### src/common/lps_pkg.sv
// Shared states and timing constants for the low-power state controller
package lps_pkg;

  // ----------------------------------------------------------------
  // Device power states
  // ----------------------------------------------------------------
  typedef enum logic [6:0] {
    LPS_NORMAL  = 7'h01,
    LPS_HALTED  = 7'h02,
    LPS_STOPACK = 7'h04,
    LPS_SNOOP   = 7'h08,
    LPS_SLEEP   = 7'h10,
    LPS_DEEP    = 7'h20,
    LPS_WAKE    = 7'h40
  } lps_state_e;

  // ----------------------------------------------------------------
  // Timing
  // ----------------------------------------------------------------
  localparam int CLK_MHZ          = 125;
  localparam int PLL_STAB_TIME_US = 1000;
  localparam int PLL_STAB_CYC     = PLL_STAB_TIME_US * CLK_MHZ;
  localparam int SLEEP_MIN_CYC    = 1;
  localparam int RESET_HOLD_CYC   = 16;
  localparam int SNOOP_LEN_CYC    = 4;
  localparam int CNT_W            = 17;

  // ----------------------------------------------------------------
  // Decode helpers
  // ----------------------------------------------------------------
  function automatic logic lps_is_asleep(input lps_state_e s);
    lps_is_asleep = (s == LPS_SLEEP) || (s == LPS_DEEP) || (s == LPS_WAKE);
  endfunction

endpackage

### src/common/lps_if.sv
// Link between the low-power device and the platform logic
`timescale 1ns/1ns
interface lps_if;
  import lps_pkg::*;

  // Platform to device
  logic       clock_stop_request_n;
  logic       sleep_request_n;
  logic       bus_clock_run;
  logic       interrupt_ctrl_clock;
  logic       bus_reset;
  logic       snoop_valid;
  logic       snoop_done;
  // Device to platform
  lps_state_e state_code;
  logic       snoop_ack;

  modport dev (
    input  clock_stop_request_n,
    input  sleep_request_n,
    input  bus_clock_run,
    input  interrupt_ctrl_clock,
    input  bus_reset,
    input  snoop_valid,
    input  snoop_done,
    output state_code,
    output snoop_ack
  );

  modport host (
    output clock_stop_request_n,
    output sleep_request_n,
    output bus_clock_run,
    output interrupt_ctrl_clock,
    output bus_reset,
    output snoop_valid,
    output snoop_done,
    input  state_code,
    input  snoop_ack
  );
endinterface

### src/verilog/lps_dev.sv
// Device end: low-power state sequencer
// Function
// - Snoop in halted or stop-ack enters snoop
// - Stay in snoop until snoop serviced
// - After snoop return to prior low-power state
// - Sleep entered from stop-ack on request, or from wake
// - Sleep request ignored in normal or halted
// - Sleep stops core clocks, keeps PLL, context
// - Platform issues no snoop around sleep
// - Platform holds bus inputs steady in sleep
// - Sleep: no snoop response, no interrupt latching
// - Reset during sleep resets directly
// - Platform drops sleep, stop requests after reset
// - Sleep request held at least one period
// - Bus clock stopped in sleep gives deep sleep
// - Bus clock held low in deep sleep
// - Clock restart plus 1 ms returns sleep
// - Sleep request released returns to stop-ack
// - Deep sleep: no snoop, no interrupt latching
// - Platform changes no bus signal in deep
// - Interrupt clock runs unless sleep or deep
// - Interrupt clock restarts with bus clock
// - Stop-clock request enters stop-ack
// - Stop-clock release returns to normal
`timescale 1ns/1ns
module lps_dev #(
  parameter int PLL_CYC = lps_pkg::PLL_STAB_CYC
) (
  // Clock and reset
  input  wire logic               clock,
  input  wire logic               rst,
  // Link to platform
  lps_if.dev                      bus,
  // Core side
  input  wire logic               halt_exec,
  input  wire logic               wake_event,
  input  wire logic               intr_in,
  input  wire logic               intr_ack,
  output      lps_pkg::lps_state_e state_o,
  output      logic               core_clk_en,
  output      logic               pll_en,
  output      logic               intr_pending,
  output      logic               violation
);
  import lps_pkg::*;

  // ----------------------------------------------------------------
  // State registers
  // ----------------------------------------------------------------
  lps_state_e             state_ff;
  lps_state_e             nxt_state;
  logic                   ret_halt_ff;
  logic                   nxt_ret_halt;
  logic [CNT_W-1:0]       cnt_ff;
  logic [CNT_W-1:0]       nxt_cnt;
  logic                   core_clk_en_ff;
  logic                   nxt_core_clk_en;
  logic                   pll_en_ff;
  logic                   nxt_pll_en;
  logic                   snoop_ack_ff;
  logic                   nxt_snoop_ack;
  logic                   intr_pending_ff;
  logic                   nxt_intr_pending;
  logic                   violation_ff;
  logic                   nxt_violation;
  logic                   stop_n_q_ff;
  logic                   nxt_stop_n_q;

  logic                   stop_req;
  logic                   sleep_req;
  logic                   asleep;

  assign stop_req  = ~bus.clock_stop_request_n;
  assign sleep_req = ~bus.sleep_request_n;
  assign asleep    = lps_is_asleep(state_ff);

  // ----------------------------------------------------------------
  // Next-state logic
  // ----------------------------------------------------------------
  always_comb begin
    nxt_state    = state_ff;
    nxt_ret_halt = ret_halt_ff;
    nxt_cnt      = cnt_ff;
    if (bus.bus_reset) begin
      // Reset goes straight to normal, even from sleep
      nxt_state = LPS_NORMAL;
    end else begin
      unique case (state_ff)
        LPS_NORMAL: begin
          if (stop_req) begin
            nxt_state = LPS_STOPACK;
          end else if (halt_exec) begin
            nxt_state = LPS_HALTED;
          end
        end
        LPS_HALTED: begin
          // Sleep request has no effect here
          if (bus.snoop_valid) begin
            nxt_state    = LPS_SNOOP;
            nxt_ret_halt = 1'b1;
          end else if (stop_req) begin
            nxt_state = LPS_STOPACK;
          end else if (wake_event) begin
            nxt_state = LPS_NORMAL;
          end
        end
        LPS_STOPACK: begin
          if (bus.snoop_valid) begin
            nxt_state    = LPS_SNOOP;
            nxt_ret_halt = 1'b0;
          end else if (sleep_req) begin
            nxt_state = LPS_SLEEP;
          end else if (!stop_req) begin
            nxt_state = LPS_NORMAL;
          end
        end
        LPS_SNOOP: begin
          // Serviced by this device or another agent alike
          if (bus.snoop_done) begin
            nxt_state = ret_halt_ff ? LPS_HALTED : LPS_STOPACK;
          end
        end
        LPS_SLEEP: begin
          if (!bus.bus_clock_run) begin
            nxt_state = LPS_DEEP;
          end else if (!sleep_req) begin
            nxt_state = LPS_STOPACK;
          end
        end
        LPS_DEEP: begin
          if (bus.bus_clock_run) begin
            nxt_state = LPS_WAKE;
            nxt_cnt   = '0;
          end
        end
        LPS_WAKE: begin
          // PLL must settle before the device returns to the sleep state
          if (!bus.bus_clock_run) begin
            nxt_state = LPS_DEEP;
          end else if (cnt_ff == CNT_W'(PLL_CYC - 1)) begin
            nxt_state = LPS_SLEEP;
          end else begin
            nxt_cnt = cnt_ff + CNT_W'(1);
          end
        end
        default: begin
          nxt_state = LPS_NORMAL;
        end
      endcase
    end
  end

  always_ff @(posedge clock or posedge rst) begin
    if (rst) begin
      state_ff    <= LPS_NORMAL;
      ret_halt_ff <= 1'b0;
      cnt_ff      <= '0;
    end else begin
      state_ff    <= nxt_state;
      ret_halt_ff <= nxt_ret_halt;
      cnt_ff      <= nxt_cnt;
    end
  end

  // ----------------------------------------------------------------
  // Clock gating, snoop response and interrupt capture
  // ----------------------------------------------------------------
  always_comb begin
    // Context is held by keeping flops unclocked, not reset
    nxt_core_clk_en = !lps_is_asleep(nxt_state);
    // PLL keeps running in sleep; only a stopped bus clock drops it
    nxt_pll_en      = (nxt_state != LPS_DEEP);
    nxt_snoop_ack   = (nxt_state == LPS_SNOOP);
    nxt_intr_pending = intr_pending_ff;
    if (intr_ack && state_ff == LPS_NORMAL) begin
      nxt_intr_pending = 1'b0;
    end
    // Set wins over a same-cycle acknowledge
    if (intr_in && !asleep) begin
      nxt_intr_pending = 1'b1;
    end
    nxt_stop_n_q  = bus.clock_stop_request_n;
    nxt_violation = violation_ff;
    // Flag platform misbehaviour the device cannot survive cleanly
    if (asleep && bus.snoop_valid) begin
      nxt_violation = 1'b1;
    end
    if (asleep && !bus.bus_reset && (bus.clock_stop_request_n != stop_n_q_ff)) begin
      nxt_violation = 1'b1;
    end
    if (state_ff == LPS_DEEP && bus.sleep_request_n) begin
      nxt_violation = 1'b1;
    end
  end

  always_ff @(posedge clock or posedge rst) begin
    if (rst) begin
      core_clk_en_ff  <= 1'b1;
      pll_en_ff       <= 1'b1;
      snoop_ack_ff    <= 1'b0;
      intr_pending_ff <= 1'b0;
      violation_ff    <= 1'b0;
      stop_n_q_ff     <= 1'b1;
    end else begin
      core_clk_en_ff  <= nxt_core_clk_en;
      pll_en_ff       <= nxt_pll_en;
      snoop_ack_ff    <= nxt_snoop_ack;
      intr_pending_ff <= nxt_intr_pending;
      violation_ff    <= nxt_violation;
      stop_n_q_ff     <= nxt_stop_n_q;
    end
  end

  // ----------------------------------------------------------------
  // Outputs
  // ----------------------------------------------------------------
  assign state_o        = state_ff;
  assign bus.state_code = state_ff;
  // No answer to snoops in sleep or deep sleep
  assign bus.snoop_ack  = snoop_ack_ff;
  assign core_clk_en    = core_clk_en_ff;
  assign pll_en         = pll_en_ff;
  assign intr_pending   = intr_pending_ff;
  assign violation      = violation_ff;

endmodule

### src/flat_wrapper.sv
// flat-port wrapper written by rule: the top's interface ports become plain ports
module lps_dev_flat import lps_pkg::*;
#(
  parameter int PLL_CYC = lps_pkg::PLL_STAB_CYC
)
  (clock, rst, halt_exec, wake_event, intr_in, intr_ack, state_o, core_clk_en, pll_en, intr_pending, violation, bus_clock_stop_request_n, bus_sleep_request_n, bus_bus_clock_run, bus_interrupt_ctrl_clock, bus_bus_reset, bus_snoop_valid, bus_snoop_done, bus_state_code, bus_snoop_ack);
  lps_if bus_i ();
  input  wire logic clock;
  input  wire logic rst;
  input  wire logic halt_exec;
  input  wire logic wake_event;
  input  wire logic intr_in;
  input  wire logic intr_ack;
  output      lps_pkg::lps_state_e state_o;
  output      logic core_clk_en;
  output      logic pll_en;
  output      logic intr_pending;
  output      logic violation;
  input wire logic [$bits(bus_i.clock_stop_request_n)-1:0] bus_clock_stop_request_n;
  input wire logic [$bits(bus_i.sleep_request_n)-1:0] bus_sleep_request_n;
  input wire logic [$bits(bus_i.bus_clock_run)-1:0] bus_bus_clock_run;
  input wire logic [$bits(bus_i.interrupt_ctrl_clock)-1:0] bus_interrupt_ctrl_clock;
  input wire logic [$bits(bus_i.bus_reset)-1:0] bus_bus_reset;
  input wire logic [$bits(bus_i.snoop_valid)-1:0] bus_snoop_valid;
  input wire logic [$bits(bus_i.snoop_done)-1:0] bus_snoop_done;
  output wire logic [$bits(bus_i.state_code)-1:0] bus_state_code;
  output wire logic [$bits(bus_i.snoop_ack)-1:0] bus_snoop_ack;
  assign bus_i.clock_stop_request_n = bus_clock_stop_request_n;
  assign bus_i.sleep_request_n = bus_sleep_request_n;
  assign bus_i.bus_clock_run = bus_bus_clock_run;
  assign bus_i.interrupt_ctrl_clock = bus_interrupt_ctrl_clock;
  assign bus_i.bus_reset = bus_bus_reset;
  assign bus_i.snoop_valid = bus_snoop_valid;
  assign bus_i.snoop_done = bus_snoop_done;
  assign bus_state_code = bus_i.state_code;
  assign bus_snoop_ack = bus_i.snoop_ack;
  lps_dev #(.PLL_CYC(PLL_CYC)) u_core (.clock(clock), .rst(rst), .bus(bus_i), .halt_exec(halt_exec), .wake_event(wake_event), .intr_in(intr_in), .intr_ack(intr_ack), .state_o(state_o), .core_clk_en(core_clk_en), .pll_en(pll_en), .intr_pending(intr_pending), .violation(violation));
endmodule
### config.mk
export PLATFORM = sky130hd
export DESIGN_NAME = lps_dev_flat
export DESIGN_NICKNAME = d
export VERILOG_FILES = /design/src/common/lps_pkg.sv /design/src/common/lps_if.sv /design/src/verilog/lps_dev.sv /design/src/flat_wrapper.sv
export SDC_FILE = /design/constraint.sdc
export NUM_CORES = 1
export LEC_CHECK = 0
export BUFFER_PORTS_ARGS = -buffer_cell sky130_fd_sc_hd__buf_2
export CAP_MARGIN = 20
export CORE_MARGIN = 10
export CORE_UTILIZATION = 29
export DETAILED_ROUTE_END_ITERATION = 7
export GPL_ROUTABILITY_DRIVEN = 0
export SKIP_CTS_REPAIR_TIMING = 1
export SLEW_MARGIN = 20
export SYNTH_ARGS = -nofsm -noshare
export SYNTH_HDL_FRONTEND = slang
export SYNTH_SLANG_ARGS = --single-unit
### constraint.sdc
create_clock -name clock -period 4.2 [get_ports clock]
set_clock_uncertainty 0.05 [all_clocks]
set_input_delay 0.21 -clock clock [delete_from_list [all_inputs] [get_ports clock]]
set_output_delay 0.21 -clock clock [all_outputs]
set_load 0.03 [all_outputs]
Yosys cells after proc, flatten, opt, wreduce, memory -nomap -nowiden
Cells that the tools add are included.

storage, ports and cells
  register bits after elaboration = 31
  word-level logic and storage cells = 78
  bits of input ports = 13

operators by class
  reduce and logical (&&, ||, !) cells = 19
  bitwise logic cells = 1
  muxes and demuxes = 29
  equality and inequality tests = 19
  add/subtract/negate cells = 1

operators by type and width
  kind                                                                   count
  7-bit 2-to-1 mux                                                       15
  17-bit 2-to-1 mux                                                      3
  7-bit one-hot mux with 7 select lines                                  1
  17-bit one-hot mux with 2 select lines                                 1
  17-bit by 1-bit adder with 17-bit output, second input constant        1
  17-bit equality test, second input constant                            1
  7-bit by 4-bit equality test with 1-bit output, second input constant  2
  7-bit by 5-bit equality test with 1-bit output, second input constant  2
  7-bit by 6-bit equality test with 1-bit output, second input constant  2
  7-bit equality test, second input constant                             2
  2-bit != test, second input constant                                   5
  7-bit by 1-bit equality test with 1-bit output, second input constant  1
  7-bit by 2-bit equality test with 1-bit output, second input constant  1
  7-bit by 3-bit equality test with 1-bit output, second input constant  1
  1-bit 2-to-1 mux                                                       7
  7-bit by 6-bit != test with 1-bit output, second input constant        1
  1-bit logical AND                                                      6
  2-bit nonzero test                                                     3
  5-bit AND reduction                                                    1
  1-bit logical OR                                                       4
  4-bit AND reduction                                                    1
  1-bit logical NOT                                                      3
  3-bit 2-to-1 mux                                                       1
  3-bit nonzero test                                                     1
  3 further kinds                                                        3

Longest topological paths before layout
  depth after elaboration = 9
  depth in mapped cells = 8
  depth with buffers taken out = 7

Least setup slack after synthesis
OpenSTA, ideal clock, no wires.

  path type = register to register
  from = register u_core.state_ff[1] (netlist: u_core.bus.state_code[1])
  to = register u_core.cnt_ff[10]
  arrival = 2253 ps
  cell stages (with the launch flop) = 7
  path buffers = 1
  slack = 1819 ps
  cell sequence = dfrtp_1 -> or4_4 -> a2111oi_4 -> a21oi_2 -> buf_6 -> or4_1 -> a21oi_1

on the way
  longest elaborated chain between the ends = 3

ends and longest elaborated chain
  what                                                                                   RTL line        source
  start: declaration                                                                     lps_dev.sv:50   lps_state_e state_ff;
  start signal: assignment                                                               lps_dev.sv:159  state_ff <= nxt_state;
  7-bit equality test or 7-bit by 6-bit equality test with 1-bit output (tied branches)  lps_dev.sv:88   unique case (state_ff)
  2-bit != test (no source line) or 2-bit nonzero test (tied branches)                   n/a
  5-bit AND reduction (no source line)                                                   n/a
  end signal: assignment                                                                 lps_dev.sv:161  cnt_ff <= nxt_cnt;
  end: declaration                                                                       lps_dev.sv:54   logic [CNT_W-1:0] cnt_ff;

Parallel ways exist; a longest one is shown, timed or not.
A chain may end at the register's enable or synchronous reset.

Final worst setup path
  from = register u_core.state_ff[1] (netlist: u_core.bus.state_code[1])
  to = register u_core.cnt_ff[16]

Same word-level chain as after synthesis.

==> metrics.cfg <==
[status]
status = finished with violations
failed_checks = negative hold slack

[global_route]
grt_pass1_wl_mm = 7.969
grt-ovfl-total = 0
globalRouteTotalUtil_pct = 9.473
grt_max_degree = 32
antenna_found_initial = 0
grt_pass1_vias = 1665

[sta]
hold_violations = 27
max_slew.worst_pin.slew_ps = 1052
fmax_mhz = 370.1
setup_ws_ps = 1498
relSlewSlack_pct = 29.32
post-route-period-util_pct = 64.33
rsz0062_at_grt = false
tns_ps = 0
setup_viol = 0
holdWs_ps = -51.52
period_minus_slack_ps = 2702
drv_slew = 0

[worst_setup_path]
worstPathMaxFanout = 29
crit_path_end_kind = flop
required_ps = 4360
startpoint_type = flop
cp.arrival_ps = 2860
crit_type = reg -> reg

[finish]
final_util_pct = 34.19
final_area_mm2 = 0.002183
nFillCells = 675
fin_cells = 309
nets = 245
drive_above_1_share_pct = 22.41
syn_to_final_growth_pct = 14.50
antennaDiodeCount = 0

[pwr]
total_power_uw = 758.7
powerDensity_mw_per_mm2 = 347.5
ir_drop_v = 0.0001806
cellLeakagePower_nw = 0.8897

[floorplanning]
core.rowCount = 29
die_area_mm2 = 0.01022
fp.coreArea_mm2 = 0.006386
fp.dieW_um = 101.1
die_y_um = 101.1
initial_core_util_pct = 29.86
io-pin-count = 32

[detailed_routing]
drtIter0Drc = 131
drtPass1Iterations = 5
ant_nets = 0
drc = 0
vias_per_cell = 5.489
via_count = 1696
drt_wl_total_mm = 4.752
post_drt_wl_per_cell_um = 15.38

[clock_network]
clk_pin_slew_worst_paths_ps = 70
clock_path_buffers = 2
cts.sinks = 31
clock_latency_ps = 280
htreeDepth = 2
cts_tree = done
cts_made_buffers = 5
ctsRootBufferMaster = clkbuf_8

[synth]
synthCells = 210
synth_edf_count = 0
synth-seq-area-share_pct = 40.94
post-synth-top-area-cell = dfrtp_1
synth_warnings = 0
synth_top_area_share_pct = 35.43
ys_seq_elements = 31
ys.flop_type = dfrtp_1
yosys.cell_types.count = 51
ys_top_cells_by_area = dfrtp_1 35%, dfstp_2 5.5%, a21oi_1 4.2%
syn_nets = 224
avgSynthCellArea_um2 = 9.080
async_flop_share_pct = 100.0
synth_area_mm2 = 0.001907

[worst_hold_path]
hold_class = in -> async

[place]
place.port_buffers = 30
place_inst = 301
dp_hpwl_mm = 3.381
place_area_mm2 = 0.002066
place_ws_ps = 1512

[job]
drv_cap = 0

## layer usage
layer	global-route usage, %	up-vias	routed length (um)
met3	2.332	6	261
met4	4.823	0	90
met5	0	-	0
met1	12.94	806	2284
met2	13.38	47	2116
li1	-	837	-
## power breakdown
part / switching (mW) / internal (mW) / total (mW)
clock: 0.118 / 0.192 / 0.310
combinational: 0.0671 / 0.0412 / 0.108
sequential: 0.0240 / 0.316 / 0.340
## critical path, stage by stage, from the launching register on
cell     delay, ps
dfrtp_1        540
or4_4          650
nor4_4         220
buf_4          240
a21oi_2        190
or4_1          580
a21oi_1        150
## registers in the layout, summed over array words and instances, names as in the netlist
register and flops:
u_core.cnt_ff 17, u_core.bus.state_code 7, u_core.bus.snoop_ack 1, u_core.core_clk_en 1, u_core.intr_pending 1, u_core.pll_en 1, u_core.ret_halt_ff 1, u_core.stop_n_q_ff 1
u_core.violation 1
## cells in the mapped netlist (2+ instances only)
cell,instances
nor3_1,3
nor3b_1,2
nand3b_1,4
nor2b_1,4
o21ai_0,12
nand2b_1,2
inv_1,13
and3_1,2
a31oi_1,4
a41oi_1,2
dfstp_2,4
o22ai_1,2
nand3_1,8
a22o_1,2
nor4bb_1,2
mux2_2,2
nor4b_1,6
a211oi_1,2
o31ai_1,3
nand4_1,6
dfrtp_1,27
nor4_1,3
nand2_1,13
or4_1,4
nor2_1,11
clkbuf_1,9
and4_1,4
buf_4,7
or3_1,10
a21oi_1,16
## cells in the final DEF, fill, tap and decap left out, types with 6 or more instances in the layout
cell type / count
clkbuf_8: 6
nand3_1: 8
nand4_1: 6
inv_1: 13
o21ai_0: 12
or3_1: 10
dfrtp_1: 27
nand2_1: 13
nor4b_1: 6
buf_2: 30
a21oi_1: 16
nor2_1: 11
## worst paths after layout
check | start | end | slack, ps | cells past startpoint
max | u_core.bus.state_code[1] | u_core.cnt_ff[16] | 1500 | 6
min | rst | u_core.bus.state_code[6] | -50 | 3
max reg2reg | u_core.bus.state_code[1] | u_core.cnt_ff[16] | 1500 | 6
min reg2reg | u_core.violation | u_core.violation | 440 | 2
max in group asynchronous | rst | u_core.core_clk_en | 3830 | 3
min in group clock | bus_clock_stop_request_n | u_core.stop_n_q_ff | 20 | 1
## kinds of logic (layout without fill, tap and decap cells)
family,count (synthesis),in the layout,share of synthesized area [%]
multiplexers,2,2,1.181
AND/OR/NAND/NOR,88,88,28.54
buffers and inverters,31,53,7.939
flip-flops,31,31,40.94
adder cells (fa/ha/maj),1,1,0.6561
XOR/XNOR,2,2,0.9188
AO/OA/AOI/OAI,55,55,19.82
## final cells by class
type / instances / area [um2] / area share (%)
clock buffers: 6 / 82.58 / 3.782
multi-input cells: 148 / 974.7 / 44.64
clock inverters: 2 / 35.03 / 1.605
repair buffers: 32 / 165.2 / 7.564
inverters: 13 / 48.80 / 2.235
well taps: 77 / 96.34 / 4.413
flip-flops and latches: 31 / 780.7 / 35.76
Power figures use the tool's default switching activity.
